--- src/core/opp_pkg.sv ---
// package: constants and carrier types for the otp prom programmer/reader
package opp_pkg;
  localparam int ADDR_W = 12;
  localparam int DATA_W = 8;
  localparam int CLK_HZ = 40_000_000;
  // programming pulse figures in microseconds (nominal, least, longest)
  localparam int PULSE_NOM_US = 10_000;
  localparam int PULSE_MIN_US = 9_000;
  localparam int PULSE_MAX_US = 11_000;
  localparam int SETUP_US = 2;
  localparam int HOLD_US = 2;
  localparam int ACCESS_NS = 450;
  localparam int PULSE_CYC = PULSE_NOM_US * (CLK_HZ / 1_000_000);
  localparam int PULSE_MIN_CYC = (PULSE_MIN_US * (CLK_HZ / 1_000_000));
  localparam int PULSE_MAX_CYC = (PULSE_MAX_US * (CLK_HZ / 1_000_000));
  localparam int SETUP_CYC = SETUP_US * (CLK_HZ / 1_000_000);
  localparam int HOLD_CYC = HOLD_US * (CLK_HZ / 1_000_000);
  localparam int ACCESS_CYC = (ACCESS_NS * (CLK_HZ / 1_000_000) + 999) / 1000 + 1;
  localparam int CNT_W = 20;

  typedef enum logic [1:0] {
    OPP_OP_READ = 2'b00,
    OPP_OP_PROG = 2'b01,
    OPP_OP_VERIFY = 2'b10,
    OPP_OP_INHIBIT = 2'b11
  } opp_op_e;

  typedef struct packed {
    opp_op_e op;
    logic [ADDR_W-1:0] addr;
    logic [DATA_W-1:0] data;
  } opp_req_s;

  // pin-side group driven towards the prom
  typedef struct packed {
    logic chip_sel_n;
    logic gate_n;
    logic vpp_hi;
    logic [ADDR_W-1:0] addr_pins;
  } opp_pins_s;
endpackage : opp_pkg

--- src/core/opp_host.sv ---
// file: host controller that reads, programs, verifies and inhibits a 4096 x 8 otp prom
`timescale 1ns/1ps
`default_nettype none
// How it works
// - we select with chip select and gate the read with output gate.
// - program: gate at 21 V, data and address driven by us.
// - one low select pulse, 10 ms by default; nothing keeps a set count within 9 to 11 ms.
// - one pulse per programmed location, any address order.
// - verify programmed byte afterwards by reading back.
// - verify holds gate and select low; prom drives stored word.
// - parallel devices share lines; same sequence programs them together.
module opp_host #(
  parameter int unsigned PULSE_CYCLES = opp_pkg::PULSE_CYC
) (
  input wire logic clk_sys_i,
  input wire logic reset_i,
  input wire logic req_valid_i,
  input wire opp_pkg::opp_req_s req_i,
  output logic req_ready_o,
  output logic rsp_valid_o,
  output logic [opp_pkg::DATA_W-1:0] rsp_data_o,
  output logic rsp_mismatch_o,
  output logic chip_sel_n_o,
  output logic gate_n_o,
  output logic vpp_hi_o,
  output logic [opp_pkg::ADDR_W-1:0] addr_pins_o,
  input wire logic [opp_pkg::DATA_W-1:0] data_pins_i,
  output logic [opp_pkg::DATA_W-1:0] data_pins_o,
  output logic data_pins_oe_n_o
);
  typedef enum logic [2:0] {
    OPP_IDLE = 3'b000,
    OPP_SETUP = 3'b001,
    OPP_PULSE = 3'b010,
    OPP_HOLD = 3'b011,
    OPP_ACCESS = 3'b100,
    OPP_DONE = 3'b101
  } opp_state_e;

  opp_state_e state_reg;
  opp_pkg::opp_req_s cur_reg;
  logic [opp_pkg::DATA_W-1:0] sync1_reg;
  logic [opp_pkg::DATA_W-1:0] sync2_reg;
  logic tmr_load;
  logic [opp_pkg::CNT_W-1:0] tmr_count;
  logic tmr_done;
  logic verify_after_reg;
  logic hold_end;
  logic access_end;

  // a zero count is lifted to one cycle; keeping it inside 9 to 11 ms is up to whoever sets it
  localparam int unsigned PULSE_USE = (PULSE_CYCLES < 1) ? 1 : PULSE_CYCLES;
  // read window also covers the two synchroniser stages, so the byte taken has had its full access time
  localparam int unsigned SYNC_STAGES = 2;
  localparam int unsigned ACCESS_WAIT = opp_pkg::ACCESS_CYC + SYNC_STAGES;

  // program and inhibit share one high-voltage timeline; the select pulse differs and only program adds a read-back
  function automatic logic hv_timeline(input opp_pkg::opp_op_e kind);
    return (kind == opp_pkg::OPP_OP_PROG) || (kind == opp_pkg::OPP_OP_INHIBIT);
  endfunction : hv_timeline

  assign hold_end = (state_reg == OPP_HOLD) && tmr_done;
  assign access_end = (state_reg == OPP_ACCESS) && tmr_done;

  // data pins come from another chip: two flops before any use
  always_ff @(posedge clk_sys_i or posedge reset_i) begin
    if (reset_i) begin
      sync1_reg <= '0;
      sync2_reg <= '0;
    end else begin
      sync1_reg <= data_pins_i;
      sync2_reg <= sync1_reg;
    end
  end

  opp_timer u_timer (
    .clk_sys_i(clk_sys_i),
    .reset_i(reset_i),
    .load_i(tmr_load),
    .count_i(tmr_count),
    .done_o(tmr_done)
  );

  // timer load strobe and count, picked from the state being entered
  always_comb begin
    tmr_load = 1'b0;
    tmr_count = '0;
    case (state_reg)
      OPP_IDLE: begin
        if (req_valid_i) begin
          tmr_load = 1'b1;
          if (hv_timeline(req_i.op)) begin
            tmr_count = opp_pkg::CNT_W'(opp_pkg::SETUP_CYC);
          end else begin
            tmr_count = opp_pkg::CNT_W'(ACCESS_WAIT);
          end
        end
      end
      OPP_SETUP: begin
        tmr_load = tmr_done;
        tmr_count = opp_pkg::CNT_W'(PULSE_USE);
      end
      OPP_PULSE: begin
        tmr_load = tmr_done;
        tmr_count = opp_pkg::CNT_W'(opp_pkg::HOLD_CYC);
      end
      OPP_HOLD: begin
        tmr_load = hold_end && verify_after_reg;
        tmr_count = opp_pkg::CNT_W'(ACCESS_WAIT);
      end
      default: begin
        tmr_load = 1'b0;
        tmr_count = '0;
      end
    endcase
  end

  // sequencer
  always_ff @(posedge clk_sys_i or posedge reset_i) begin
    if (reset_i) begin
      state_reg <= OPP_IDLE;
      cur_reg <= '0;
      verify_after_reg <= 1'b0;
    end else begin
      case (state_reg)
        OPP_IDLE: begin
          if (req_valid_i) begin
            // only sampled while idle: a request raised while busy is taken on return to idle if req_valid_i is still high, not queued
            cur_reg <= req_i;
            // a program is always followed by a read-back of the same byte
            verify_after_reg <= (req_i.op == opp_pkg::OPP_OP_PROG);
            if (hv_timeline(req_i.op)) begin
              state_reg <= OPP_SETUP;
            end else begin
              state_reg <= OPP_ACCESS;
            end
          end
        end
        OPP_SETUP: if (tmr_done) state_reg <= OPP_PULSE;
        OPP_PULSE: if (tmr_done) state_reg <= OPP_HOLD;
        OPP_HOLD: begin
          if (tmr_done) begin
            state_reg <= verify_after_reg ? OPP_ACCESS : OPP_DONE;
          end
        end
        OPP_ACCESS: if (tmr_done) state_reg <= OPP_DONE;
        OPP_DONE: state_reg <= OPP_IDLE;
        default: state_reg <= OPP_IDLE;
      endcase
    end
  end

  // pin drive: all registered
  always_ff @(posedge clk_sys_i or posedge reset_i) begin
    if (reset_i) begin
      chip_sel_n_o <= 1'b1;
      gate_n_o <= 1'b1;
      vpp_hi_o <= 1'b0;
      addr_pins_o <= '0;
      data_pins_o <= '0;
      data_pins_oe_n_o <= 1'b1;
    end else begin
      addr_pins_o <= cur_reg.addr;
      data_pins_o <= cur_reg.data;
      case (state_reg)
        OPP_SETUP, OPP_HOLD: begin
          chip_sel_n_o <= 1'b1;
          gate_n_o <= 1'b1;
          vpp_hi_o <= ~(hold_end && verify_after_reg);
          // data goes out with the address so it has settled long before the select pulse
          // and is handed back one cycle before the gate falls for the read-back
          data_pins_oe_n_o <= hold_end;
        end
        OPP_PULSE: begin
          // inhibit keeps select high through the pulse window
          chip_sel_n_o <= (cur_reg.op == opp_pkg::OPP_OP_INHIBIT) || tmr_done;
          gate_n_o <= 1'b1;
          vpp_hi_o <= 1'b1;
          data_pins_oe_n_o <= 1'b0;
        end
        OPP_ACCESS: begin
          // select and gate low together for read and verify; bus released first
          chip_sel_n_o <= tmr_done;
          gate_n_o <= tmr_done;
          vpp_hi_o <= 1'b0;
          data_pins_oe_n_o <= 1'b1;
        end
        default: begin
          // standby: select high, gate high at logic level
          chip_sel_n_o <= 1'b1;
          gate_n_o <= 1'b1;
          vpp_hi_o <= 1'b0;
          data_pins_oe_n_o <= 1'b1;
        end
      endcase
    end
  end

  // answer: data captured at the end of the access window
  always_ff @(posedge clk_sys_i or posedge reset_i) begin
    if (reset_i) begin
      req_ready_o <= 1'b0;
      rsp_valid_o <= 1'b0;
      rsp_data_o <= '0;
      rsp_mismatch_o <= 1'b0;
    end else begin
      req_ready_o <= (state_reg == OPP_DONE);
      rsp_valid_o <= (state_reg == OPP_DONE);
      if (access_end) begin
        rsp_data_o <= sync2_reg;
        rsp_mismatch_o <= verify_after_reg && (sync2_reg != cur_reg.data);
      end else if (state_reg == OPP_IDLE && req_valid_i) begin
        rsp_mismatch_o <= 1'b0;
      end
    end
  end
endmodule : opp_host
`default_nettype wire

--- src/core/opp_timer.sv ---
// file: down-counting phase timer with a done pulse
`timescale 1ns/1ps
`default_nettype none
module opp_timer (
  input wire logic clk_sys_i,
  input wire logic reset_i,
  input wire logic load_i,
  input wire logic [opp_pkg::CNT_W-1:0] count_i,
  output logic done_o
);
  logic [opp_pkg::CNT_W-1:0] cnt_reg;
  logic run_reg;

  always_ff @(posedge clk_sys_i or posedge reset_i) begin
    if (reset_i) begin
      cnt_reg <= '0;
      run_reg <= 1'b0;
      done_o <= 1'b0;
    end else begin
      done_o <= 1'b0;
      if (load_i) begin
        cnt_reg <= count_i;
        run_reg <= 1'b1;
      end else if (run_reg) begin
        if (cnt_reg <= opp_pkg::CNT_W'(1)) begin
          run_reg <= 1'b0;
          done_o <= 1'b1;
        end else begin
          cnt_reg <= cnt_reg - opp_pkg::CNT_W'(1);
        end
      end
    end
  end
endmodule : opp_timer
`default_nettype wire

--- config.mk ---
export PLATFORM = sky130hd
export DESIGN_NAME = opp_host
export DESIGN_NICKNAME = d
export VERILOG_FILES = /design/src/core/opp_pkg.sv /design/src/core/opp_host.sv /design/src/core/opp_timer.sv
export SDC_FILE = /design/constraint.sdc
export NUM_CORES = 1
export LEC_CHECK = 0
export ABC_AREA = 1
export BUFFER_PORTS_ARGS = -buffer_cell sky130_fd_sc_hd__buf_2
export CORE_MARGIN = 4
export CORE_UTILIZATION = 51
export DETAILED_ROUTE_END_ITERATION = 12
export PLACE_DENSITY = 0.76
export SLEW_MARGIN = 30
export SYNTH_ARGS = -nofsm -noshare
export SYNTH_HDL_FRONTEND = slang
export SYNTH_HIERARCHICAL = 1
export SYNTH_SLANG_ARGS = --single-unit
--- constraint.sdc ---
create_clock -name clk_sys_i -period 2.3 [get_ports clk_sys_i]
set_input_delay 0.345 -clock clk_sys_i [delete_from_list [all_inputs] [get_ports clk_sys_i]]
set_output_delay 0.345 -clock clk_sys_i [all_outputs]
set_load 0.01 [all_outputs]
After elaboration in Yosys (flattened, before gate mapping):

Cells that the tools add are included.
W data, S select, Z words.

* add/subtract/negate cells: 1
* order comparisons: 1
* equality and inequality tests: 15
* mux-type cells: 28
* bitwise logic cells: 1
* reduce and logical (&&, ||, !) cells: 15

Operators with widths (number)
* $pmux W20 S4: 1
* $mux W20: 3
* $le A20 B1 Y1 const B: 1
* $sub A20 B1 Y20 const B: 1
* $mux W3: 6
* $pmux W3 S5: 1
* $mux W7: 2
* $mux W1: 11
* $ne A2 B1 Y1 const B: 4
* $ne A8 B8 Y1: 1
* $eq A3 B2 Y1 const B: 2
* $eq A3 B3 Y1 const B: 2
* $pmux W1 S2: 3
* $logic_and A1 B1 Y1: 5
* $reduce_and A5 Y1: 1
* $eq A2 B2 Y1 const B: 2
* $ne A2 B2 Y1 const B: 2
* $reduce_and A2 Y1: 2
* $reduce_bool A2 Y1: 2
* $reduce_or A2 Y1: 2
* $eq A3 B1 Y1 const B: 1
* $logic_not A3 Y1: 1
* $pmux W1 S3: 1
* $eq A2 B1 Y1 const B: 1
* 2 further kinds: 3

* bits in registers: 98
* input port bits: 33
* output and inout bits: 35
* logic and storage cells: 80

Depth between registers and ports, before layout:

Gate-level depths: netlist of the first run.

* depth in word-level cells: 6
* gate-level depth with buffers: 12

By module:

The synthesis of the first run kept the hierarchy.

By module, submodules not included
* opp_host: times used 1, cells an instance 253, area an instance 2730.1 sq um, seq. area each 1905.6 sq um
* opp_timer: times used 1, cells an instance 240, area an instance 1587.8 sq um, seq. area each 550.5 sq um

Worst setup path after synthesis of the first run:

No wires, ideal clock.

* path type: reg-to-reg
* start: register state_reg[1]
* end: register u_timer/cnt_reg[10] (netlist bit)
* library setup time: 0.117 ns
* arrival: 1.706 ns
* slack: 0.478 ns
* stages on the path, launching flop included: 12
* cell sequence: dfrtp_1 -> nor2_4 -> nand3_2 -> buf_2 -> nand3_1 -> clkbuf_1 -> inv_1 -> clkbuf_1 -> nand3_1 -> nand2_1 -> nand2_1 -> nand2_1

* longest elaborated chain between the ends: 6
* elaborated cells on any way between the ends: 12
* those cells by class: eq/ne (4); mux (2); reduce/logical (6)

RTL lines
* start: declaration: RTL line opp_host.sv:40 `opp_state_e state_reg;`
* start signal: assignment: RTL line opp_host.sv:143 `state_reg <= verify_after_reg ? OPP_ACCESS : OPP_DONE;`
* $eq A3 B2 Y1: RTL line opp_host.sv:62, opp_host.sv:88
* $logic_and A1 B1 Y1: RTL line opp_host.sv:62 `assign hold_end = (state_reg == OPP_HOLD) && tmr_done;`
* $logic_and A1 B1 Y1: RTL line opp_host.sv:108 `tmr_load = hold_end && verify_after_reg;`
* $pmux W1 S3 *: RTL line opp_host.sv:88 `case (state_reg)`
* named net tmr_load: RTL line opp_host.sv:44 `logic tmr_load;`
* $ne A2 B2 Y1 (no source line) / $reduce_bool A2 Y1 (equally long branches)
* $reduce_and A2 Y1 (no source line)
* end signal: assignment: RTL line opp_timer.sv:22 `cnt_reg <= count_i;`
* end signal: assignment: RTL line opp_timer.sv:29 `cnt_reg <= cnt_reg - opp_pkg::CNT_W'(1);`
* end: declaration: RTL line opp_timer.sv:11 `logic [opp_pkg::CNT_W-1:0] cnt_reg;`

The timed path passes the listed nets; every way through them passes the cells marked *.
A chain may end at the register's enable or synchronous reset.

Worst setup path in the final report of the first run:

* start: register state_reg[1]
* end: register u_timer/cnt_reg[12] (netlist bit)

The elaborated chain is that of the path after synthesis.

==> summary.md, run 1 <==
| Metric | Value |
|---|---|
| Dpl hpwl | 6740 µm |
| First-pass DRT Iterations | 4 |
| Num CTS Buffers | 9 |
| Least-Margin Pin Slew | 705 ps |
| Largest cells by area after synthesis | dfrtp_1, nand2_1, nand3_1 |
| Tmin final | 1900 ps |
| Max_cap viols | 0 |
| Fmax | 527 MHz |
| Fin util | 0.601 |
| Crit share post-route | 0.825 |
| Max reg flops | 22 |
| Initial DRC Count | 184 |
| WL final | 9170 µm |
| Boundary Pins | 68 |
| CP required | 2540 ps |
| Clock buffer depth | 2 |
| Fraction of layout cells with a size suffix above 1 | 0.207 |
| Clock Tree Root | clkbuf_8 |
| # diodes | 0 |
| Antenna violations before repair | 0 |
| Avg Vias per Cell | 5.02 |
| Vias in the first global route | 3,556 |
| Post-cts gate resize count | 0 |
| Post-route DRC | 0 |
| Worst Reg-to-Reg Cells | 9 |
| Yosys warns | 6 |
| GRT Overall Usage | 0.200 |
| Hold Violations, Final | 0 |
| Worst skew pair latency | 350 ps |
| Crit path DAT | 2130 ps |
| Post-Synth Adder-Cell Area | 0.00580 |
| FP Rows | 33 |
| Core Footprint | a little over 0.008 mm² |
| P per Cell Area | 1200 mW/mm² |
| Quantity of I/O buffers inserted on ports | 67 |
| Largest family of logic cells by synthesized area | simple AND/OR/NAND/NOR gates |
| Post-route ant nets | 0 |
| Via count | ~3,400 |
| Starting density of the core | 0.526 |
| Clock Skew | 10.9 ps |
| Area growth, synth to finish | 14.3% |
| Post-CTS setup repair buffer count | 0 |
| Multiplexer area fraction after synthesis | 0 |
| Most frequent cells in the layout | nand2_1, dfrtp_1, buf_2 |
| Critical path capture point type | flop |
| Commonest non-fill, non-tap cell in the layout | nand2_1 |
| CTS tree | yes |
| Reg2Reg Capture Point | u_timer/cnt_reg[12] |
| # nets final | approximately 600 |
| Hold Crit Class | in2async |
| Critical Path Start Type | flop |
| # setup viols final | 0 |
| Final Max Slew Viols | 0 |
| Final Wtd Congestion | 0.983 |
| Synth Area in Compound Gates | 0.0409 |
| RSZ-0062 raised after global routing | no |
| LEAKAGE | 0.00264 µW |
| Post-synth EDFFs | 0 |
| Die height | around 100 µm |
| Worst-path clk slew | around 100 ps |
| Netlist cell types | 35 |
| Per-cell routed wire length | 13.5 µm |
| Cells after Synth | around 490 |
| Yosys top cell area share | 0.551 |
| Sequential area share after synthesis | 0.569 |
| First-pass GRT wire length | approximately 16,000 µm |
| Critical path peak fanout | 25 |
| Post-synth top area cell | dfrtp_1 |
| Hold_buf cts | 0 |
| Slew headroom | 0.530 |
| Crit path kind | reg2reg |
| Mean Syn Cell Area | 8.76 µm² |
| Die ar. | 0.0100 mm² |
| Synth Area in Simple Gates | 0.296 |
| Fillers | 743 |
| H-tree levels | 3 |
| Async SR Flop Fraction | 1.00 |
| Largest net degree at the start of global routing | 43 |
| Clock Sinks | 98 |
| RR Startpoint | state_reg[1] |
| Grt total ovfl | 0 |
| XOR/XNOR share of the synthesized area | 0.0243 |
| DIE WIDTH | 100 µm |
| VDD IR max | 0.630 mV |
| Setup TNS | 0 ps |
| Status | finished clean |
| #FFs+latches synth | between 90 and 100 |
| Commonest register cell after synthesis | dfrtp_1 |
| R2R setup slack | 400 ps |
| Post-Syn Area | 0.00432 mm² |
[layer usage]
| metal | GRT usage | up-vias | wire (µm) |
|---|---|---|---|
| li1 | - | 1687 | - |
| met1 | 0.248 | 1652 | 3830 |
| met2 | 0.341 | 74 | 4720 |
| met3 | 0.0563 | 6 | 540 |
| met4 | 0.0611 | 0 | 82 |
| met5 | 0 | - | 0 |
[power by group]
group          switching, µW  internal [µW]  leakage, µW
sequential               412           2330      0.00122
clock                    633            419    0.0000913
combinational           1380            779      0.00134
total                   2420           3530      0.00264
[cells by family (layout without fill, tap and decap cells)]
group,Yosys count,after routing
other,1,10
XOR/XNOR,12,12
AO/OA/AOI/OAI,29,29
adder cells (fa/ha/maj),2,2
AND/OR/NAND/NOR,293,293
buffers and inverters,58,132
flip-flops,98,98
[critical path: stages, from the launching register on]
cell     delay [ps]
dfrtp_1         450
inv_1           120
nor3_2          240
nand3_1         130
nand3_1         110
buf_4           260
nor2_1          100
and2_4          220
nand2_1          80
nand3_1          60
[Yosys cell counts, types with 4 or more instances]
library cell	number
buf_4	5
clkbuf_1	4
dfrtp_1	95
inv_1	40
nand2_1	182
nand3_1	50
nand4_1	4
nor2_1	33
nor2_2	5
o21ai_0	9
o21ai_1	10
o21ai_2	5
xnor2_1	5
xor2_1	7
[metrics by stage]
| stage | instance area [µm²] | cells | hold slack [ps] | setup slack [ps] | power (µW) |
|---|---|---|---|---|---|
| after floorplan | 4350 | 502 | 331 | 21.6 | 4270 |
| after global placement | 4750 | 665 | 332 | 533 | 4840 |
| after detailed placement | 4750 | 665 | 338 | 408 | 4950 |
| after CTS | 4940 | 681 | 69.7 | 403 | 6010 |
| after global routing | 4940 | 681 | 48.1 | 154 | 6460 |
| final | 4940 | 681 | 15.2 | 403 | 5950 |
[area by class of cell]
class	instances	area, µm²	area share
repair buffers	73	380	0.0770
clock inverters	6	56.3	0.0114
well taps	105	131	0.0266
clock buffers	10	128	0.0258
flip-flops and latches	98	2460	0.497
inverters	43	165	0.0335
multi-input cells	346	1620	0.328
[how the worst max path moves through the flow]
| stage | from | end | slack, ps | cells after the start |
|---|---|---|---|---|
| 2_1_floorplan | reset_i | addr_pins_o[0] | 20 | 1 |
| 6_report | state_reg[1] | u_timer/cnt_reg[12] | 400 | 9 |
| 4_1_cts | state_reg[1] | u_timer/cnt_reg[19] | 400 | 9 |
| 5_1_grt | state_reg[1] | u_timer/cnt_reg[5] | 150 | 9 |
| 3_3_place_gp | state_reg[1] | u_timer/cnt_reg[13] | 530 | 9 |
| 3_5_place_dp | state_reg[1] | u_timer/cnt_reg[19] | 410 | 9 |
Power figures use the tool's default switching activity.
==> run 2: changes to the inputs <==
- clock period: 2.3 -> 1.6 ns (I/O delays scaled with it)
==> run 2 against run 1 <==
Effect of this change:
- the flow now finishes with violations (negative setup slack)
- cell count up 5.7%
- core utilization up 7.0 points
- wire length up 9.0%
- critical endpoint is now u_timer/cnt_reg[6]
- critical path type unchanged
- critical path depth down 1
- cell area up 12%
- count of clock-buffer cells in the layout down 1
- via count up 5.8%
- flip-flop and latch count unchanged
- register-to-register slack worse by 410 ps
- global-route usage up 0.078 points
- setup slack worse by 410 ps
==> summary.md, run 2 (same netlist as run 1, synthesis figures left out) <==
| Metric | Value |
|---|---|
| # nets final | 645 (was 606) |
| Quantity of I/O buffers inserted on ports | 67 (unchanged) |
| Worst-path clk slew | 110 ps (was 100 ps) |
| Commonest non-fill, non-tap cell in the layout | nand2_1 (unchanged) |
| Status | finished, violations left (was finished clean) |
| Final Wtd Congestion | 0.931 (was 0.983) |
| RSZ-0062 raised after global routing | yes (was no) |
| Fraction of layout cells with a size suffix above 1 | 0.283 (was 0.207) |
| # diodes | 0 (unchanged) |
| Int Pwr | 5640 µW (was 3530 µW) |
| Psw | 3820 µW (was 2420 µW) |
| FP Rows | 33 (unchanged) |
| LEAKAGE | 0.00289 µW (was 0.00264 µW) |
| # setup viols final | 1 (was 0) |
| Per-cell routed wire length | 13.9 µm (was 13.5 µm) |
| Area growth, synth to finish | 27.7% (was 14.3%) |
| First-pass GRT wire length | 16,000 µm (about the same) |
| Global Route met1 Usage | 0.277 (was 0.248) |
| Largest net degree at the start of global routing | 47 (was 43) |
| Tmin final | 1610 ps (was 1900 ps) |
| CP required | 1840 ps (was 2540 ps) |
| Failing checks | negative setup slack |
| WHS | 59.8 ps (was 15.2 ps) |
| WP buf/inv | 3 (was 2) |
| DIE WIDTH | 100 µm (unchanged) |
| Met3 GRT Util | 0.0500 (was 0.0563) |
| Comb power frac | 0.402 (was 0.363) |
| Critical path capture point type | flop (unchanged) |
| Vias in the first global route | 3,400 (was 3,556) |
| Max_cap viols | 0 (unchanged) |
| First-pass DRT Iterations | 4 (unchanged) |
| Grt total ovfl | 0 (unchanged) |
| Hold Crit Class | in2reg (was in2async) |
| Critical Path Start Type | flop (unchanged) |
| GRT Overall Usage | 0.200 (about the same) |
| Cell at the slowest stage of the critical path | dfrtp_2 (was dfrtp_1) |
| Starting density of the core | 0.526 (unchanged) |
| Critical path peak fanout | 8 (was 25) |
| Total power | 9470 µW (was 5950 µW) |
| Post-route DRC | 0 (unchanged) |
| Post-route ant nets | 0 (unchanged) |
| Die height | 100 µm (unchanged) |
| Worst skew pair latency | 360 ps (was 350 ps) |
| Clk pwr share | 0.180 (was 0.177) |
| Max reg flops | 22 (unchanged) |
| Slowest stage delay, CP | 450 ps (about the same) |
| Clock buffer depth | 2 (unchanged) |
| Boundary Pins | 68 (unchanged) |
| Final Max Slew Viols | 0 (unchanged) |
| Net Sw Frac | 0.404 (was 0.407) |
| Setup TNS | -6.51 ps (was 0 ps) |
| Gr busiest metal | met2 (unchanged) |
| Fmax | 622 MHz (was 527 MHz) |
| Die ar. | 0.0100 mm² (unchanged) |
| Initial DRC Count | 191 (was 184) |
| Core Footprint | 0.00822 mm² (unchanged) |
| CTS tree | yes (unchanged) |
| CP cell instances | buf_4, nor2_4, nand3_4, nand3_4, inv_6, buf_4, nand3_1, nand3_2 (was inv_1, nor3_2, nand3_1, nand3_1, buf_4, nor2_1, and2_4, nand2_1, nand3_1) |
| Crit path DAT | 1850 ps (was 2130 ps) |
| Num CTS Buffers | 9 (unchanged) |
| P per Cell Area | 1720 mW/mm² (was 1200 mW/mm²) |
| Dpl hpwl | 6810 µm (was 6740 µm) |
| Via count | 3,616 (was 3,419) |
| Clock Skew | 10.6 ps (was 10.9 ps) |
| CP top delay family | simple AND/OR/NAND/NOR gates (unchanged) |
| Crit path kind | reg2reg (unchanged) |
| Avg Vias per Cell | 5.02 (about the same) |
| Clock Sinks | 98 (unchanged) |
| Antenna violations before repair | 0 (unchanged) |
| Worst Reg-to-Reg Cells | 8 (was 9) |
| Post-route worst setup slack | -6.51 ps (was 403 ps) |
| Hold path depth | 3 |
| Most frequent cells in the layout | nand2_1, dfrtp_1, buf_2 (unchanged) |
| Met2 Track Usage GR | 0.313 (was 0.341) |
| VDD IR max | 0.958 mV (was 0.630 mV) |
| WL final | 10000 µm (was 9170 µm) |
| Hold Violations, Final | 0 (unchanged) |
| Critical path depth | 8 (was 9) |
| Seq pwr share | 0.418 (was 0.461) |
| Crit share post-route | 1.00 (was 0.825) |
| H-tree levels | 3 (unchanged) |
| Clock Tree Root | clkbuf_8 (unchanged) |
[run 2: cell type report]
cell class	count	area [µm²]
Fill cell	644	2700
Sequential cell	98	2460
Multi-Input combinational cell	347	1760
Timing Repair Buffer	111	767
Inverter	43	173
Tap cell	105	131
Clock buffer	9	124
Clock inverter	7	95.1
[run 2: stage by stage]
stage / utilization / instance area (µm²) / cells / setup slack (ps)
global route: 0.671 / 5510 / 720 / -70.3
detailed placement: 0.604 / 4960 / 685 / -16.0
floorplan: - / 4390 / 502 / 3.69
CTS: 0.642 / 5270 / 710 / 0.704
global placement: 0.604 / 4960 / 685 / 82.4
finish: 0.671 / 5510 / 720 / -6.51
[run 2: path summary, 6_finish.rpt]
check	endpoint	startpoint	slack, ps
max in group asynchronous	gate_n_o	reset_i	680
min in group asynchronous	vpp_hi_o	reset_i	350
setup / recovery	u_timer/cnt_reg[6]	state_reg[0]	-7
hold / removal	cur_reg[18]	req_i[18]	60
setup reg to reg	u_timer/cnt_reg[6]	state_reg[0]	-7
hold reg to reg	sync2_reg[6]	sync1_reg[6]	350
[run 2: power by group through the flow]
stage	registers (µW)	logic, µW	clock network (µW)
4_1_cts	3920	3430	1750
2_1_floorplan	4010	2200	0
6_report	3960	3810	1700
3_5_place_dp	3950	3400	0
3_3_place_gp	3920	3290	0
5_1_grt	4070	4240	1850
[run 2: layer usage]
layer	share of wire	up-vias
li1	-	1766
met1	0.44	1729
met2	0.48	101
met3	0.065	20
met4	0.020	0
met5	0	-
[run 2: what timing repair did]
action,in CTS,in global routing
pin swaps,0,11
setup buffers,0,8
gates cloned,0,2
endpoints found under the hold margin,35,0
setup endpoints to repair,6,20
resized for setup,2,39
hold buffers,9,0
[run 2: worst reg2reg max path, cell delays in order (launching register included)]
cell     delay (ps)
dfrtp_2         450
buf_4           160
nor2_4          150
nand3_4         110
nand3_4         160
inv_6            90
buf_4           170
nand3_1         120
nand3_2          80
==> run 3: changes to the inputs <==
- PLACE_DENSITY: 0.76 -> default
- PLACE_DENSITY_LB_ADDON: default -> 0.05
==> run 3 against run 2 <==
Effect of this change:
- the flow now finishes without violations
- fmax grew 2.8%
- cell count grew 1.4%
- flip-flop and latch count is the same
- worst hold slack gained 1.4 ps
- global-route usage grew 1.1 points
- first-iteration DRC count shrank 28%
- non-clock buffer count grew 10
- clock power is essentially flat
- sequential power is essentially flat
- wire length grew 1.2%
- register-to-register slack gained 40 ps
- core utilization grew 0.73 points
- critical endpoint is now u_timer/cnt_reg[0]
- largest cell class unchanged
==> summary.md, run 3 (same netlist as run 1, synthesis figures left out) <==
| Metric | Value |
|---|---|
| Status | finished clean (was finished, violations left) |
| Fraction of layout cells with a size suffix above 1 | 0.285 (was 0.283) |
| # nets final | 655 (was 645) |
| VDD IR max | 0.920 mV (was 0.958 mV) |
| Critical path capture point type | flop (unchanged) |
| WL final | 10,100 µm (was 10000 µm) |
| Worst Reg-to-Reg Cells | 10 (was 8) |
| Post-route DRC | 0 (unchanged) |
| Final Wtd Congestion | 0.874 (was 0.931) |
| Max_cap viols | 0 (unchanged) |
| P per Cell Area | 1720 mW/mm² (about the same) |
| Crit share post-route | 0.977 (was 1.00) |
| Psw | 3780 µW (was 3820 µW) |
| Clock Skew | 14.0 ps (was 10.6 ps) |
| Die height | 100 µm (unchanged) |
| Largest net degree at the start of global routing | 29 (was 47) |
| Worst skew pair latency | 360 ps (about the same) |
| CP Capture Point | u_timer/cnt_reg[0] (was u_timer/cnt_reg[6]) |
| RSZ-0062 raised after global routing | yes (unchanged) |
| Max reg flops | 22 (unchanged) |
| Reg2Reg Capture Point | u_timer/cnt_reg[0] (was u_timer/cnt_reg[6]) |
| Comb power frac | 0.409 (was 0.402) |
| CP required | 1910 ps (was 1840 ps) |
| Commonest non-fill, non-tap cell in the layout | nand2_1 (unchanged) |
| Tmin final | 1560 ps (was 1610 ps) |
| DIE WIDTH | 100 µm (unchanged) |
| Final Instance Area | 0.00557 mm² (was 0.00551 mm²) |
| Most frequent cells in the layout | nand2_1, dfrtp_1, buf_2 (unchanged) |
| Area growth, synth to finish | 29.1% (was 27.7%) |
| Worst-path clk slew | 110 ps (about the same) |
| Metal3 WL | 691 µm (was 646 µm) |
| Critical path peak fanout | 6 (was 8) |
| Int Pwr | 5780 µW (was 5640 µW) |
| LEAKAGE | 0.00294 µW (was 0.00289 µW) |
| Vias in the first global route | 3,569 (was 3,400) |
| RR Startpoint | u_timer/cnt_reg[1] (was state_reg[0]) |
| Wire length on met1 | 4580 µm (was 4370 µm) |
| Core Footprint | 0.00822 mm² (unchanged) |
| # setup viols final | 0 (was 1) |
| Clock Tree Root | clkbuf_8 (unchanged) |
| Quantity of I/O buffers inserted on ports | 67 (unchanged) |
| First-pass GRT wire length | 16,800 µm (was 16,000 µm) |
| Crit path kind | reg2reg (unchanged) |
| Clock Sinks | 98 (unchanged) |
| Net Sw Frac | 0.396 (was 0.404) |
| Boundary Pins | 68 (unchanged) |
| Clock buffer depth | 2 (unchanged) |
| Critical Path Start Type | flop (unchanged) |
| Grt total ovfl | 0 (unchanged) |
| Clk pwr share | 0.180 (about the same) |
| Crit path DAT | 1870 ps (was 1850 ps) |
| Via count | 3,565 (was 3,616) |
| First-pass DRT Iterations | 4 (unchanged) |
| Final Max Slew Viols | 0 (unchanged) |
| Hold Crit Class | in2reg (unchanged) |
| Antenna violations before repair | 0 (unchanged) |
| Starting density of the core | 0.526 (unchanged) |
| Seq pwr share | 0.412 (was 0.418) |
| Per-cell routed wire length | 13.9 µm (about the same) |
| GRT Overall Usage | 0.211 (was 0.200) |
| R2R setup slack | 40 ps (was -7 ps) |
| H-tree levels | 3 (unchanged) |
| Highest metal used | met4 (unchanged) |
| Metal2 WL | 4760 µm (was 4790 µm) |
| WHS | 61.2 ps (was 59.8 ps) |
| # diodes | 0 (unchanged) |
| Num CTS Buffers | 9 (unchanged) |
| Dpl hpwl | 7210 µm (was 6810 µm) |
| DP Area | 0.00506 mm² (was 0.00496 mm²) |
| Post-route ant nets | 0 (unchanged) |
| Placed cells | 698 (was 685) |
| Non-Filler Instances | 730 (was 720) |
| FP Rows | 33 (unchanged) |
| Die ar. | 0.0100 mm² (unchanged) |
| Beginning of the critical path | u_timer/cnt_reg[1] (was state_reg[0]) |
| Hold Violations, Final | 0 (unchanged) |
| CTS tree | yes (unchanged) |
| Initial DRC Count | 138 (was 191) |
| Avg Vias per Cell | 4.88 (was 5.02) |
| Fmax | 640 MHz (was 622 MHz) |
## run 3: cell type report
class,instances,area (µm²)
Clock buffer,10,138
Fill cell,667,2640
Sequential cell,98,2460
Clock inverter,6,76.3
Timing Repair Buffer,121,855
Inverter,43,173
Multi-Input combinational cell,347,1740
Tap cell,105,131
## run 3: worst min-delay path by stage
| stage | from | end | cells past startpoint |
|---|---|---|---|
| after CTS | req_i[11] | cur_reg[11] | 3 |
| after global placement | reset_i | cur_reg[7] | 2 |
| after global routing | req_i[3] | cur_reg[3] | 3 |
| final | req_i[11] | cur_reg[11] | 3 |
| after floorplan | reset_i | u_timer/cnt_reg[0] | 1 |
| after detailed placement | reset_i | cur_reg[7] | 2 |
## run 3: layer usage
layer,vias up,global-route usage
met1,1668,0.292
li1,1797,-
met3,9,0.0521
met4,0,0.0549
met2,91,0.337
met5,-,0
## run 3: per-stage QoR
stage,setup TNS (ps),utilization,total power [µW],setup slack (ps)
finish,0,0.678,9570,37.5
CTS,0,0.654,9280,6.49
global route,-321,0.678,10300,-47.1
global placement,0,0.616,7400,79.0
detailed placement,0,0.616,7510,31.9
floorplan,0,-,6210,3.69
## run 3: what timing repair did
action,CTS,global route
hold buffers,9,0
setup buffers,0,5
gates resized for setup,1,37
cloned,0,2
endpoints found under the setup margin,1,30
endpoints found under the hold margin,36,0
pin swaps,0,7
## run 3: critical path: stages, from the launching register on
cell       delay, ps
dfrtp_1          400
inv_2             90
buf_6            110
ha_4             120
nand3_2           80
nand2_2           90
nand3_4          120
nand2_8          150
clkbuf_16        150
nand3_1           80
nand3_1          100
## run 3: power by group through the flow
stage          clock [µW]  combinational (µW)  sequential [µW]
6_report             1720                3910             3940
5_1_grt              1890                4390             4050
4_1_cts              1780                3620             3890
3_5_place_dp            0                3570             3930
3_3_place_gp            0                3490             3910
2_1_floorplan           0                2200             4010
